$ cat src/verilog/reference_clock_input_pkg.sv
// Shared constants for the reference clock lock and rate meter pair.
// Assumes both ends run on the same 10 MHz clock i_ref_clk.
package reference_clock_input_pkg;
   // ***************************************************
   // Device register indices (device's own port)
   // ***************************************************
   localparam logic [2:0] IDX_MODE = 3'h0;
   localparam logic [2:0] IDX_TOGGLE = 3'h1;
   localparam logic [2:0] IDX_OPTION = 3'h2;
   localparam logic [2:0] IDX_MISC = 3'h3;
   localparam logic [2:0] IDX_RATE = 3'h4;
   localparam logic [2:0] IDX_HIGH = 3'h5;
   localparam logic [2:0] IDX_MID = 3'h6;
   localparam logic [2:0] IDX_LOW = 3'h7;
   localparam logic [7:0] REG_RESET = 8'h00;
   // ***************************************************
   // Field positions
   // ***************************************************
   localparam int MODE_LTR = 0;
   localparam int MODE_FINE = 1;
   localparam int RATIO_LSB = 2;
   localparam int RATIO_MSB = 5;
   localparam int RANGE_LSB = 6;
   localparam int RANGE_MSB = 7;
   localparam int TOG_MEAS = 3;
   localparam int TOG_ACQ = 5;
   localparam int OPT_LOS_POL = 2;
   localparam int MISC_COARSE = 0;
   localparam int MISC_DONE = 2;
   localparam int RESULT_W = 23;
   localparam int WINDOW_W = 18;
   localparam int WINDOW_BASE = 14;
   // Range codes
   localparam logic [1:0] RANGE_12M = 2'h0;
   localparam logic [1:0] RANGE_25M = 2'h1;
   localparam logic [1:0] RANGE_50M = 2'h2;
   localparam logic [1:0] RANGE_100M = 2'h3;
   // ***************************************************
   // Host APB map
   // ***************************************************
   localparam logic [7:0] APB_CMD = 8'h00;
   localparam logic [7:0] APB_STAT = 8'h04;
   localparam int CMD_WRITE = 15;
   localparam int CMD_ADDR_LSB = 8;
   localparam int CMD_ADDR_MSB = 10;
   localparam int ST_BUSY = 0;
   localparam int ST_VALID = 1;
   localparam int ST_REFUSED = 2;
   localparam int ST_DATA_LSB = 8;
   localparam logic [31:0] WORD_ZERO = 32'h0000_0000;
endpackage : reference_clock_input_pkg
$ cat src/verilog/reference_clock_input_link_if.sv
// Register port and lock status joining host controller and device.
// Assumes both parties share the clock given at instantiation.
`timescale 1ns/1ns
`default_nettype none
interface reference_clock_input_link_if (
   input wire logic clk
);
   logic reg_wr;
   logic [2:0] reg_addr;
   logic [7:0] reg_wdata;
   logic [7:0] reg_rdata;
   logic loss_of_lock_flag;
   modport device (
      input reg_wr,
      input reg_addr,
      input reg_wdata,
      output reg_rdata,
      output loss_of_lock_flag
   );
   modport host (
      output reg_wr,
      output reg_addr,
      output reg_wdata,
      input reg_rdata,
      input loss_of_lock_flag
   );
endinterface : reference_clock_input_link_if
`default_nettype wire

$ cat src/verilog/reference_clock_input_meter_device.sv
// Device end: mode registers, acquisition restarts, fine rate meter.
// Assumes reference and data edges arrive as one-cycle ticks on i_ref_clk.
//
// What this block does
// RULE1: Mode bit 0 selects lock-to-reference mode
// RULE2: Mode bit 1 enables fine rate measurement
// RULE3: Host never sets both mode bits together
// RULE4: Lock target: rate/2^ratio equals ref/2^range
// RULE5: Range field selects reference band
// RULE6: Ratio field n means multiple 2^n
// RULE7: Lost lock in reference mode relocks automatically
// RULE8: Host toggles restart bit after range/ratio change
// RULE9: Rising reference-mode bit starts acquisition
// RULE10: Measurement resolves rate ratio within 0.01 percent
// RULE11: Fine measurement never disturbs loop acquisition
// RULE12: Fine enable is level, stays set
// RULE13: Toggling bit 3 clears done, starts measurement
// RULE14: Done reads 0 measuring, 1 when valid
// RULE15: 23-bit result split high, mid, low
// RULE16: Rate equals result times ref over 2^(14+range)
// RULE17: Host ignores rate readback while lock lost
// RULE18: Coarse rate: rate register plus status bit 0
// RULE19: Option bit 2 inverts signal-loss output
// RULE20: Restart toggle keeps all mode settings
// RULE21: Loss-of-lock only during acquisition
// RULE22: Measurement disabled: done 0, result held
//
// The APB interface to the registers and the register addresses were chosen for this implementation.
`timescale 1ns/1ns
`default_nettype none
module reference_clock_input_meter_device
   import reference_clock_input_pkg::*;
(
   input wire logic i_ref_clk,
   input wire logic i_rst_b,
   reference_clock_input_link_if.device link,
   input wire logic i_ref_tick,
   input wire logic i_data_tick,
   input wire logic i_locked,
   input wire logic i_lock_lost,
   input wire logic i_sig_lost,
   input wire logic [8:0] i_coarse_rate,
   output logic o_ltr_mode,
   output logic o_meas_en,
   output logic [1:0] o_range,
   output logic [3:0] o_ratio,
   output logic o_acq_start,
   output logic o_los
);
   // ***************************************************
   // Control registers
   // ***************************************************
   logic [7:0] mode_reg;
   logic [7:0] toggle_reg;
   logic [7:0] option_reg;
   logic wr_mode;
   logic wr_toggle;
   logic acq_next;
   logic acq_reg;
   logic lol_reg;
   logic los_reg;
   logic done_reg;
   logic busy_reg;
   logic meas_go;
   logic meas_clr;
   logic [WINDOW_W-1:0] ref_cnt_reg;
   logic [RESULT_W-1:0] data_cnt_reg;
   logic [RESULT_W-1:0] data_cnt_next;
   logic [RESULT_W-1:0] result_reg;
   logic [7:0] rdata_reg;

   // Last reference tick of a 2^(14+range) window
   function automatic logic [WINDOW_W-1:0] window_last(
      input logic [1:0] range
   );
      logic [WINDOW_W-1:0] one;
      one = {{(WINDOW_W-1){1'b0}}, 1'b1};
      window_last = (one << (WINDOW_BASE + int'(range))) - one;
   endfunction : window_last

   assign wr_mode = link.reg_wr && (link.reg_addr == IDX_MODE);
   assign wr_toggle = link.reg_wr && (link.reg_addr == IDX_TOGGLE);

   // Toggle bits are plain stored bits, so a restart leaves A, B, C alone
   always_ff @(posedge i_ref_clk) begin
      if (!i_rst_b) begin
         mode_reg <= REG_RESET;
         toggle_reg <= REG_RESET;
         option_reg <= REG_RESET;
      end else if (link.reg_wr) begin
         case (link.reg_addr)
            IDX_MODE: mode_reg <= link.reg_wdata; // [RULE1] [RULE2] [RULE12]
            IDX_TOGGLE: toggle_reg <= link.reg_wdata; // [RULE20]
            IDX_OPTION: option_reg <= link.reg_wdata;
            default: ;
         endcase
      end
   end

   // ***************************************************
   // Frequency acquisition and loss of lock
   // ***************************************************
   // Fine enable is deliberately absent from this term [RULE11]
   always_comb begin
      acq_next = 1'b0;
      if (wr_toggle && toggle_reg[TOG_ACQ] && !link.reg_wdata[TOG_ACQ])
         acq_next = 1'b1; // [RULE20]
      if (wr_mode && !mode_reg[MODE_LTR] && link.reg_wdata[MODE_LTR])
         acq_next = 1'b1; // [RULE9]
      if (mode_reg[MODE_LTR] && i_lock_lost)
         acq_next = 1'b1; // [RULE7]
   end

   always_ff @(posedge i_ref_clk) begin
      if (!i_rst_b)
         acq_reg <= 1'b0;
      else
         acq_reg <= acq_next;
   end

   // A new loss wins over a lock report in the same cycle
   always_ff @(posedge i_ref_clk) begin
      if (!i_rst_b)
         lol_reg <= 1'b0;
      else if (acq_next || i_lock_lost)
         lol_reg <= 1'b1; // [RULE21]
      else if (i_locked)
         lol_reg <= 1'b0; // [RULE21]
   end

   always_ff @(posedge i_ref_clk) begin
      if (!i_rst_b)
         los_reg <= 1'b0;
      else
         los_reg <= i_sig_lost ^ option_reg[OPT_LOS_POL]; // [RULE19]
   end

   // ***************************************************
   // Fine rate measurement
   // ***************************************************
   // A window of at least 2^14 reference edges gives about 61 ppm [RULE10]
   assign meas_clr = wr_toggle && link.reg_wdata[TOG_MEAS];
   assign meas_go = wr_toggle && toggle_reg[TOG_MEAS]
      && !link.reg_wdata[TOG_MEAS];
   assign data_cnt_next = data_cnt_reg + {{(RESULT_W-1){1'b0}}, i_data_tick};

   always_ff @(posedge i_ref_clk) begin
      if (!i_rst_b) begin
         busy_reg <= 1'b0;
         done_reg <= 1'b0;
         ref_cnt_reg <= '0;
         data_cnt_reg <= '0;
         result_reg <= '0;
      end else if (!mode_reg[MODE_FINE]) begin
         busy_reg <= 1'b0; // [RULE22]
         done_reg <= 1'b0; // [RULE22]
      end else if (busy_reg && i_ref_tick
                   && ref_cnt_reg == window_last(mode_reg[RANGE_MSB:RANGE_LSB])) begin
         // Completion wins over a clear in the same cycle
         busy_reg <= 1'b0;
         done_reg <= 1'b1; // [RULE14] [RULE16]
         result_reg <= data_cnt_next; // [RULE15]
      end else begin
         if (meas_clr)
            done_reg <= 1'b0; // [RULE13]
         if (meas_go) begin
            busy_reg <= 1'b1; // [RULE13] [RULE14]
            done_reg <= 1'b0;
            ref_cnt_reg <= '0;
            data_cnt_reg <= '0;
         end else if (busy_reg) begin
            if (i_ref_tick)
               ref_cnt_reg <= ref_cnt_reg + {{(WINDOW_W-1){1'b0}}, 1'b1};
            data_cnt_reg <= data_cnt_next;
         end
      end
   end

   // ***************************************************
   // Read back
   // ***************************************************
   always_ff @(posedge i_ref_clk) begin
      if (!i_rst_b)
         rdata_reg <= REG_RESET;
      else begin
         case (link.reg_addr)
            IDX_MODE: rdata_reg <= mode_reg;
            IDX_TOGGLE: rdata_reg <= toggle_reg;
            IDX_OPTION: rdata_reg <= option_reg;
            IDX_MISC: begin
               rdata_reg <= REG_RESET;
               rdata_reg[MISC_COARSE] <= i_coarse_rate[0]; // [RULE18]
               rdata_reg[MISC_DONE] <= done_reg; // [RULE14]
            end
            IDX_RATE: rdata_reg <= i_coarse_rate[8:1]; // [RULE18]
            IDX_HIGH: rdata_reg <= {1'b0, result_reg[22:16]}; // [RULE15]
            IDX_MID: rdata_reg <= result_reg[15:8]; // [RULE15]
            IDX_LOW: rdata_reg <= result_reg[7:0]; // [RULE15]
            default: rdata_reg <= REG_RESET;
         endcase
      end
   end

   assign link.reg_rdata = rdata_reg;
   assign link.loss_of_lock_flag = lol_reg;
   assign o_ltr_mode = mode_reg[MODE_LTR]; // [RULE1]
   assign o_meas_en = mode_reg[MODE_FINE]; // [RULE2]
   assign o_range = mode_reg[RANGE_MSB:RANGE_LSB]; // [RULE4] [RULE5]
   assign o_ratio = mode_reg[RATIO_MSB:RATIO_LSB]; // [RULE4] [RULE6]
   assign o_acq_start = acq_reg;
   assign o_los = los_reg;
endmodule : reference_clock_input_meter_device
`default_nettype wire

$ cat src/flat_wrapper.sv
// flat-port wrapper written by rule: the top's interface ports become plain ports
module reference_clock_input_meter_device_flat import reference_clock_input_pkg::*;
  (i_ref_clk, i_rst_b, i_ref_tick, i_data_tick, i_locked, i_lock_lost, i_sig_lost, i_coarse_rate, o_ltr_mode, o_meas_en, o_range, o_ratio, o_acq_start, o_los, clk, link_reg_wr, link_reg_addr, link_reg_wdata, link_reg_rdata, link_loss_of_lock_flag);
  reference_clock_input_link_if link_i (.clk(clk));
  input wire logic i_ref_clk;
  input wire logic i_rst_b;
  input wire logic i_ref_tick;
  input wire logic i_data_tick;
  input wire logic i_locked;
  input wire logic i_lock_lost;
  input wire logic i_sig_lost;
  input wire logic [8:0] i_coarse_rate;
  output logic o_ltr_mode;
  output logic o_meas_en;
  output logic [1:0] o_range;
  output logic [3:0] o_ratio;
  output logic o_acq_start;
  output logic o_los;
  input wire logic clk;
  input wire logic [$bits(link_i.reg_wr)-1:0] link_reg_wr;
  input wire logic [$bits(link_i.reg_addr)-1:0] link_reg_addr;
  input wire logic [$bits(link_i.reg_wdata)-1:0] link_reg_wdata;
  output wire logic [$bits(link_i.reg_rdata)-1:0] link_reg_rdata;
  output wire logic [$bits(link_i.loss_of_lock_flag)-1:0] link_loss_of_lock_flag;
  assign link_i.reg_wr = link_reg_wr;
  assign link_i.reg_addr = link_reg_addr;
  assign link_i.reg_wdata = link_reg_wdata;
  assign link_reg_rdata = link_i.reg_rdata;
  assign link_loss_of_lock_flag = link_i.loss_of_lock_flag;
  reference_clock_input_meter_device u_core (.i_ref_clk(i_ref_clk), .i_rst_b(i_rst_b), .link(link_i), .i_ref_tick(i_ref_tick), .i_data_tick(i_data_tick), .i_locked(i_locked), .i_lock_lost(i_lock_lost), .i_sig_lost(i_sig_lost), .i_coarse_rate(i_coarse_rate), .o_ltr_mode(o_ltr_mode), .o_meas_en(o_meas_en), .o_range(o_range), .o_ratio(o_ratio), .o_acq_start(o_acq_start), .o_los(o_los));
endmodule
$ cat config.mk
export PLATFORM = sky130hd
export DESIGN_NAME = reference_clock_input_meter_device_flat
export DESIGN_NICKNAME = d
export VERILOG_FILES = /design/src/verilog/reference_clock_input_pkg.sv /design/src/verilog/reference_clock_input_link_if.sv /design/src/verilog/reference_clock_input_meter_device.sv /design/src/flat_wrapper.sv
export SDC_FILE = /design/constraint.sdc
export NUM_CORES = 1
export LEC_CHECK = 0
export BUFFER_PORTS_ARGS = -buffer_cell sky130_fd_sc_hd__buf_2
export CAP_MARGIN = 25
export CORE_UTILIZATION = 54
export CTS_CLUSTER_SIZE = 12
export DETAILED_ROUTE_END_ITERATION = 10
export GPL_TIMING_DRIVEN = 0
export HOLD_SLACK_MARGIN = 0.03
export PLACE_DENSITY = 0.73
export SYNTH_ARGS = -nofsm -noshare
export SYNTH_HDL_FRONTEND = slang
export SYNTH_SLANG_ARGS = --single-unit
$ cat constraint.sdc
create_clock -name i_ref_clk -period 2 [get_ports i_ref_clk]
set_input_delay 0.1 -clock i_ref_clk [delete_from_list [all_inputs] [get_ports i_ref_clk]]
set_output_delay 0.1 -clock i_ref_clk [all_outputs]
set_load 0.01 [all_outputs]
==> results of run 1 <==
## critical path: cells and delay by family, from the launching register on
family          cells  cell delay [ps]
simple gates        3              740
compound gates      1              220
xor+xnor            1              250
fa+ha+maj           2              310
flops               1              360
## cells in the final DEF, fill, tap and decap left out, types with 11 or more instances in the layout
cell	n
dfxtp_1	84
nand2_1	72
a21oi_1	63
buf_2	47
buf_4	33
nor2_1	30
o21ai_0	26
nand3_1	22
a211oi_1	21
clkbuf_1	20
mux2i_1	14
nand4_1	12
xnor2_1	12
dfxtp_2	12
inv_1	11
xor2_1	11
nor3_1	11
## routing by layer
metal / vias to the layer above / GRT usage, %
met5: - / 0
li1: 2555 / -
met2: 337 / 51.2
met3: 48 / 6.45
met4: 0 / 12.6
met1: 2662 / 43.2
## synth_stat cells, types with 6 or more instances
cell type,number
a211oi_1,28
a21oi_1,68
a31oi_1,6
and2_1,6
and3_1,7
buf_2,9
clkbuf_1,27
dfxtp_1,101
inv_1,11
mux2i_1,14
nand2_1,74
nand3_1,30
nand4_1,12
nor2_1,32
nor3_1,11
nor4_1,6
o21a_1,6
o21ai_0,29
o22ai_1,6
o311ai_0,10
o31ai_1,12
or4_1,7
xnor2_1,12
xor2_1,12
## final timing paths
| path | start | endpoint | slack [ps] | cells after the start |
|---|---|---|---|---|
| worst max-delay path | u_core.data_cnt_reg[0] | u_core.data_cnt_reg[22] | 40 | 7 |
| worst max register to register | u_core.data_cnt_reg[0] | u_core.data_cnt_reg[22] | 40 | 7 |
| worst min register to register | u_core.toggle_reg[4] | u_core.toggle_reg[4] | 480 | 2 |
| worst min-delay path | i_locked | u_core.link.loss_of_lock_flag | 50 | 4 |
## through the flow
| stage | worst slack, ps | utilization (%) | cell area [um2] |
|---|---|---|---|
| global route | -82.3 | 70.4 | 6590 |
| global placement | -293 | 60.5 | 5670 |
| finish | 44.6 | 70.4 | 6590 |
| floorplan | 66.6 | - | 5290 |
| CTS | -2.29 | 65.9 | 6170 |
| detailed placement | -347 | 60.5 | 5670 |
## where the power goes
| part | internal, mW | switching, mW | leakage [nW] |
|---|---|---|---|
| Clock | 0.526 | 0.831 | 0.103 |
| Combinational | 0.0995 | 0.174 | 1.33 |
| Sequential | 2.02 | 0.0117 | 0.826 |
| Total | 2.65 | 1.02 | 2.26 |
## timing repair
item,in CTS,in global routing
cloned,0,2
buffers inserted,12,21
hold endpoints to repair,24,0
pin swaps,8,38
hold buffers,10,0
endpoints found under the setup margin,62,64
resized for setup,31,79
## cells by family (layout without fill, tap and decap cells)
group           after synthesis  after routing  share of synthesized area, %
simple gates                224            224                          22.8
compound gates              201            201                          24.8
flops                       101            101                          38.3
buf+inv                      60            159                          5.07
xor+xnor                     24             24                          3.98
mux                          19             19                          4.14
fa+ha+maj                     4              4                         0.947
## area by class of cell
class / instances / area, um2 / share of cell area [%]
Buffer: 44 / 249 / 3.78
Multi-Input combinational cell: 472 / 3270 / 49.6
Clock inverter: 6 / 62.6 / 0.949
Tap cell: 129 / 161 / 2.45
Clock buffer: 10 / 138 / 2.09
Inverter: 12 / 45.0 / 0.683
Sequential cell: 101 / 2060 / 31.2
Timing Repair Buffer: 87 / 613 / 9.30
==> impl_metrics.ini, run 1 <==
[logic_synthesis]
ys_seq_area_share_pct = 38.3
synth_cell_types = 65
synth-edff-count = 0
synth_cells = 633
yosys.area.top_type = dfxtp_1
synth_warnings = 0
syn-num-nets = 666
netlist_area_mm2 = 0.00528
syn_area_per_cell_um2 = 8.35
synth-seq-cells = 101
synth-main-ff-cell = dfxtp_1
synth_top_cell_area_share_pct = 38.3
synthTopCellsByArea = dfxtp_1 38%, a21oi_1 6.4%, nand2_1 5.3%
synthArstFlopShare_pct = 0

[sta]
holdWs_ps = 51.8
worst_slew_pin_slew_ps = 733
fin_crit_sh_pct = 97.8
setup_viol = 0
maxSlewHeadroom_pct = 51.2
timing.fmax_mhz = 511
finalCriticalPeriod_ps = 1960
setup_tns_ps = 0
grt_setup_unrepaired = yes
hold_viol = 0
slew_violations = 0
fin_worst_skew_ps = 13.5

[route]
wl_met2_um = 7730
wl_met3_um = 1540
viasPerCell = 6.51
num_vias = 5602
wl_um = 16800
antenna_left = 0
drt-met1-wl_um = 7090
initialDrtViolationCount = 525
topRoutingLayerUsed = met4
drc = 0
firstDrtPassIters = 6
wl_per_cell_um = 19.5

[global_routing]
grtUsageTotal_pct = 32.3
antenna_found_initial = 0
grt_pass1_wl_um = 25200
grt_overflow = 0
grt_pass1_vias = 4957
grt_max_degree = 20

[floorplan]
die_w_um = 101
die-area_mm2 = 0.0102
fp.coreArea_mm2 = 0.00937
initial_core_util_pct = 56.4
dieHeight_um = 101
num_rows = 35
ios = 48

[clocking]
cts_made_buffers = 9
cts-root-buf = clkbuf_8
clock_sinks = 101
clkTransAtPathRegs_ps = 110
cts_max_path_buffers = 2
clock_latency_ps = 380
cts_tree = done
cts_max_level = 3

[finish]
antenna_cells = 0
area_delta_synth_final_pct = 24.8
nNetsFinal = 760
fillers = 722
finalNonFillerCells = 861
drive_above_1_share_pct = 25.7

[pwr]
finalPower_mw = 3.67
p_leak_nw = 2.26
ir_drop_mv = 0.337
powerDensity_mw_per_mm2 = 556

[critical_path]
slowest_delay_ps = 390
crit_required_ps = 2300
path_cells = ha_4, ha_4, nand3_4, nor4_4, nand4_1, xor2_2, o31ai_1
cp-end-kind = flop
cp_common_cell = ha_4
worstSetupStartpointType = flop
cp_max_fo = 6
slowest_stage = nor4_4
path_class = flop to flop
critPathArrivalTime_ps = 2260

[min_path]
hp-class = primary input to flop

[place]
dp_cells = 805
post-dp-hpwl_um = 11300
place.gp.congestion = 0.947
io_buffers = 43

[outcome]
status = finished, final reports clean

[run]
max-cap-violations = 0
Power figures use the tool's default switching activity.
==> run 2, diff against run 1 <==
CORE_MARGIN = 3   (was default)
==> run 2 against run 1 <==
Against the previous run:
- the run now ends with setup timing left
- sequential power about the same
- routed wire length up 9.7%
- first-iteration DRC count up 15%
- cell area up 4.6%
- utilization up 3.2 points
- clock power down 12%
- setup slack worse by 170 ps
- sequential share of layout area down 1.5 points
- register-to-register slack worse by 170 ps
- worst hold slack better by 1.2 ps
- critical path type unchanged
- critical endpoint is now u_core.result_reg[20]
- largest power group unchanged
==> impl_metrics.ini, run 2 (synthesized netlist as in run 1, its figures left out) <==
[outcome]
status = finished, violations left
violations = setup timing

[floorplan]
die_w_um = 105
ios = 48
die-area_mm2 = 0.0110
dieHeight_um = 105
num_rows = 35
fp.coreArea_mm2 = 0.00937
initial_core_util_pct = 56.4

[pwr]
powerDensity_mw_per_mm2 = 511
p_leak_nw = 2.35
ir_drop_mv = 0.380

[sta]
fin_worst_skew_ps = 12.4
fin_crit_sh_pct = 107
setup_viol = 27
hold_viol = 0
finalCriticalPeriod_ps = 2130
slew_violations = 0
worst_slew_pin_slew_ps = 800
fin_ws_ps = -130
maxSlewHeadroom_pct = 46.7
timing.fmax_mhz = 469
grt_setup_unrepaired = yes

[global_routing]
antenna_found_initial = 0
grtUsageTotal_pct = 30.6
grt_pass1_vias = 5060
grt_pass1_wl_um = 26900
grt_max_degree = 17
grt_overflow = 0

[critical_path]
critPathArrivalTime_ps = 2430
cp-end-kind = flop
cp_max_fo = 6
worstSetupStartpointType = flop
crit_required_ps = 2300
rr_worst_depth = 9
ff2ff_setup_slack_ps = -130
reg2reg_to = u_core.result_reg[20]
path_class = flop to flop
r2r_start = u_core.ref_cnt_reg[0]

[route]
firstDrtPassIters = 6
num_vias = 5714
wl_um = 18400
viasPerCell = 6.58
antenna_left = 0
wl_per_cell_um = 21.2
initialDrtViolationCount = 606
drc = 0

[place]
dpl_cell_area_mm2 = 0.00567
place.gp.congestion = 0.996
post-dp-hpwl_um = 11800
io_buffers = 43
dp_cells = 805

[finish]
finalNonFillerCells = 869
final_cell_mix = 90 x dfxtp_1, 72 x nand2_1, 49 x a21oi_1, 47 x buf_2, 36 x buf_4
drive_above_1_share_pct = 30.4
design_area_mm2 = 0.00689
nNetsFinal = 768
antenna_cells = 0
final_common_cell = dfxtp_1
area_delta_synth_final_pct = 30.5
fillers = 709

[min_path]
hp-class = primary input to flop
min_to = u_core.link.loss_of_lock_flag
min_path_cells = 4
hold_path_startpoint = i_locked

[clocking]
clkTransAtPathRegs_ps = 100
cts_made_buffers = 9
cts_max_path_buffers = 2
clock_sinks = 101
cts-root-buf = clkbuf_8
cts_max_level = 3
clock_latency_ps = 390
cts_tree = done

[run]
max-cap-violations = 0
run 2: cell types whose count changed in the layout (fill, tap and decap cells not counted), sizes merged:
cell | before | now
inv | 16 | 11
buf | 90 | 97
clkinvlp | 0 | 1
clkinv | 2 | 6
clkbuf | 41 | 42
run 2: metal layers:
layer | GRT usage [%] | wire length (um) | vias up
met5 | 0 | 0 | -
met4 | 10.3 | 435 | 0
met3 | 6.79 | 1810 | 48
met2 | 46.9 | 8600 | 376
met1 | 42.5 | 7610 | 2718
li1 | - | - | 2572
run 2: worst max-delay path by stage:
stage / to / cells after the start / slack, ps / start
floorplan: u_core.data_cnt_reg[18] / 7 / 70 / u_core.data_cnt_reg[0]
global placement: u_core.ref_cnt_reg[7] / 9 / -290 / u_core.ref_cnt_reg[0]
detailed placement: u_core.ref_cnt_reg[9] / 9 / -320 / u_core.ref_cnt_reg[0]
CTS: u_core.data_cnt_reg[7] / 8 / 5 / link_reg_wdata[3]
global route: u_core.result_reg[14] / 8 / -220 / u_core.ref_cnt_reg[14]
finish: u_core.result_reg[20] / 9 / -130 / u_core.ref_cnt_reg[0]
run 2: worst max-delay path: stages (launching register included):
cell and delay (ps):
dfxtp_4 400, ha_4 120, nand4b_1 130, a221o_1 330, nor4_2 300, buf_4 270
buf_4 140, buf_8 110, a21oi_1 70, a211oi_1 160
run 2: timing repair:
action	CTS	global route
hold endpoints to repair	25	0
resized for setup	29	122
hold buffers	10	0
setup endpoints to repair	59	62
gates cloned	0	4
setup buffers	12	24
pin swaps	6	48
run 2: layout make-up:
class / instances / area [um2] / area share (%)
plain buffers: 46 / 270 / 3.92
clock buffers: 10 / 128 / 1.85
clock inverters: 6 / 40.0 / 0.581
inverters: 12 / 45.0 / 0.653
multi-input cells: 472 / 3490 / 50.7
flip-flops and latches: 101 / 2040 / 29.6
well taps: 129 / 161 / 2.34
repair buffers: 93 / 713 / 10.3
run 2: power by group:
part           leakage (nW)  internal [mW]  switching (mW)
clock network        0.0860          0.451           0.753
logic                  1.44         0.0997           0.182
registers             0.822           2.03          0.0123
run 2: stage by stage:
step / TNS (ps) / hold slack (ps) / power [mW] / worst slack (ps) / utilization, %
3_3_place_gp: -9900 / 330 / 2.33 / -288 / 60.5
2_1_floorplan: 0 / 232 / 2.23 / 66.6 / -
4_1_cts: 0 / 45.8 / 3.52 / 5.44 / 65.4
6_report: -1560 / 53.0 / 3.52 / -130 / 73.6
5_1_grt: -4880 / 70.2 / 3.63 / -218 / 73.6
3_5_place_dp: -11080 / 346 / 2.33 / -320 / 60.5
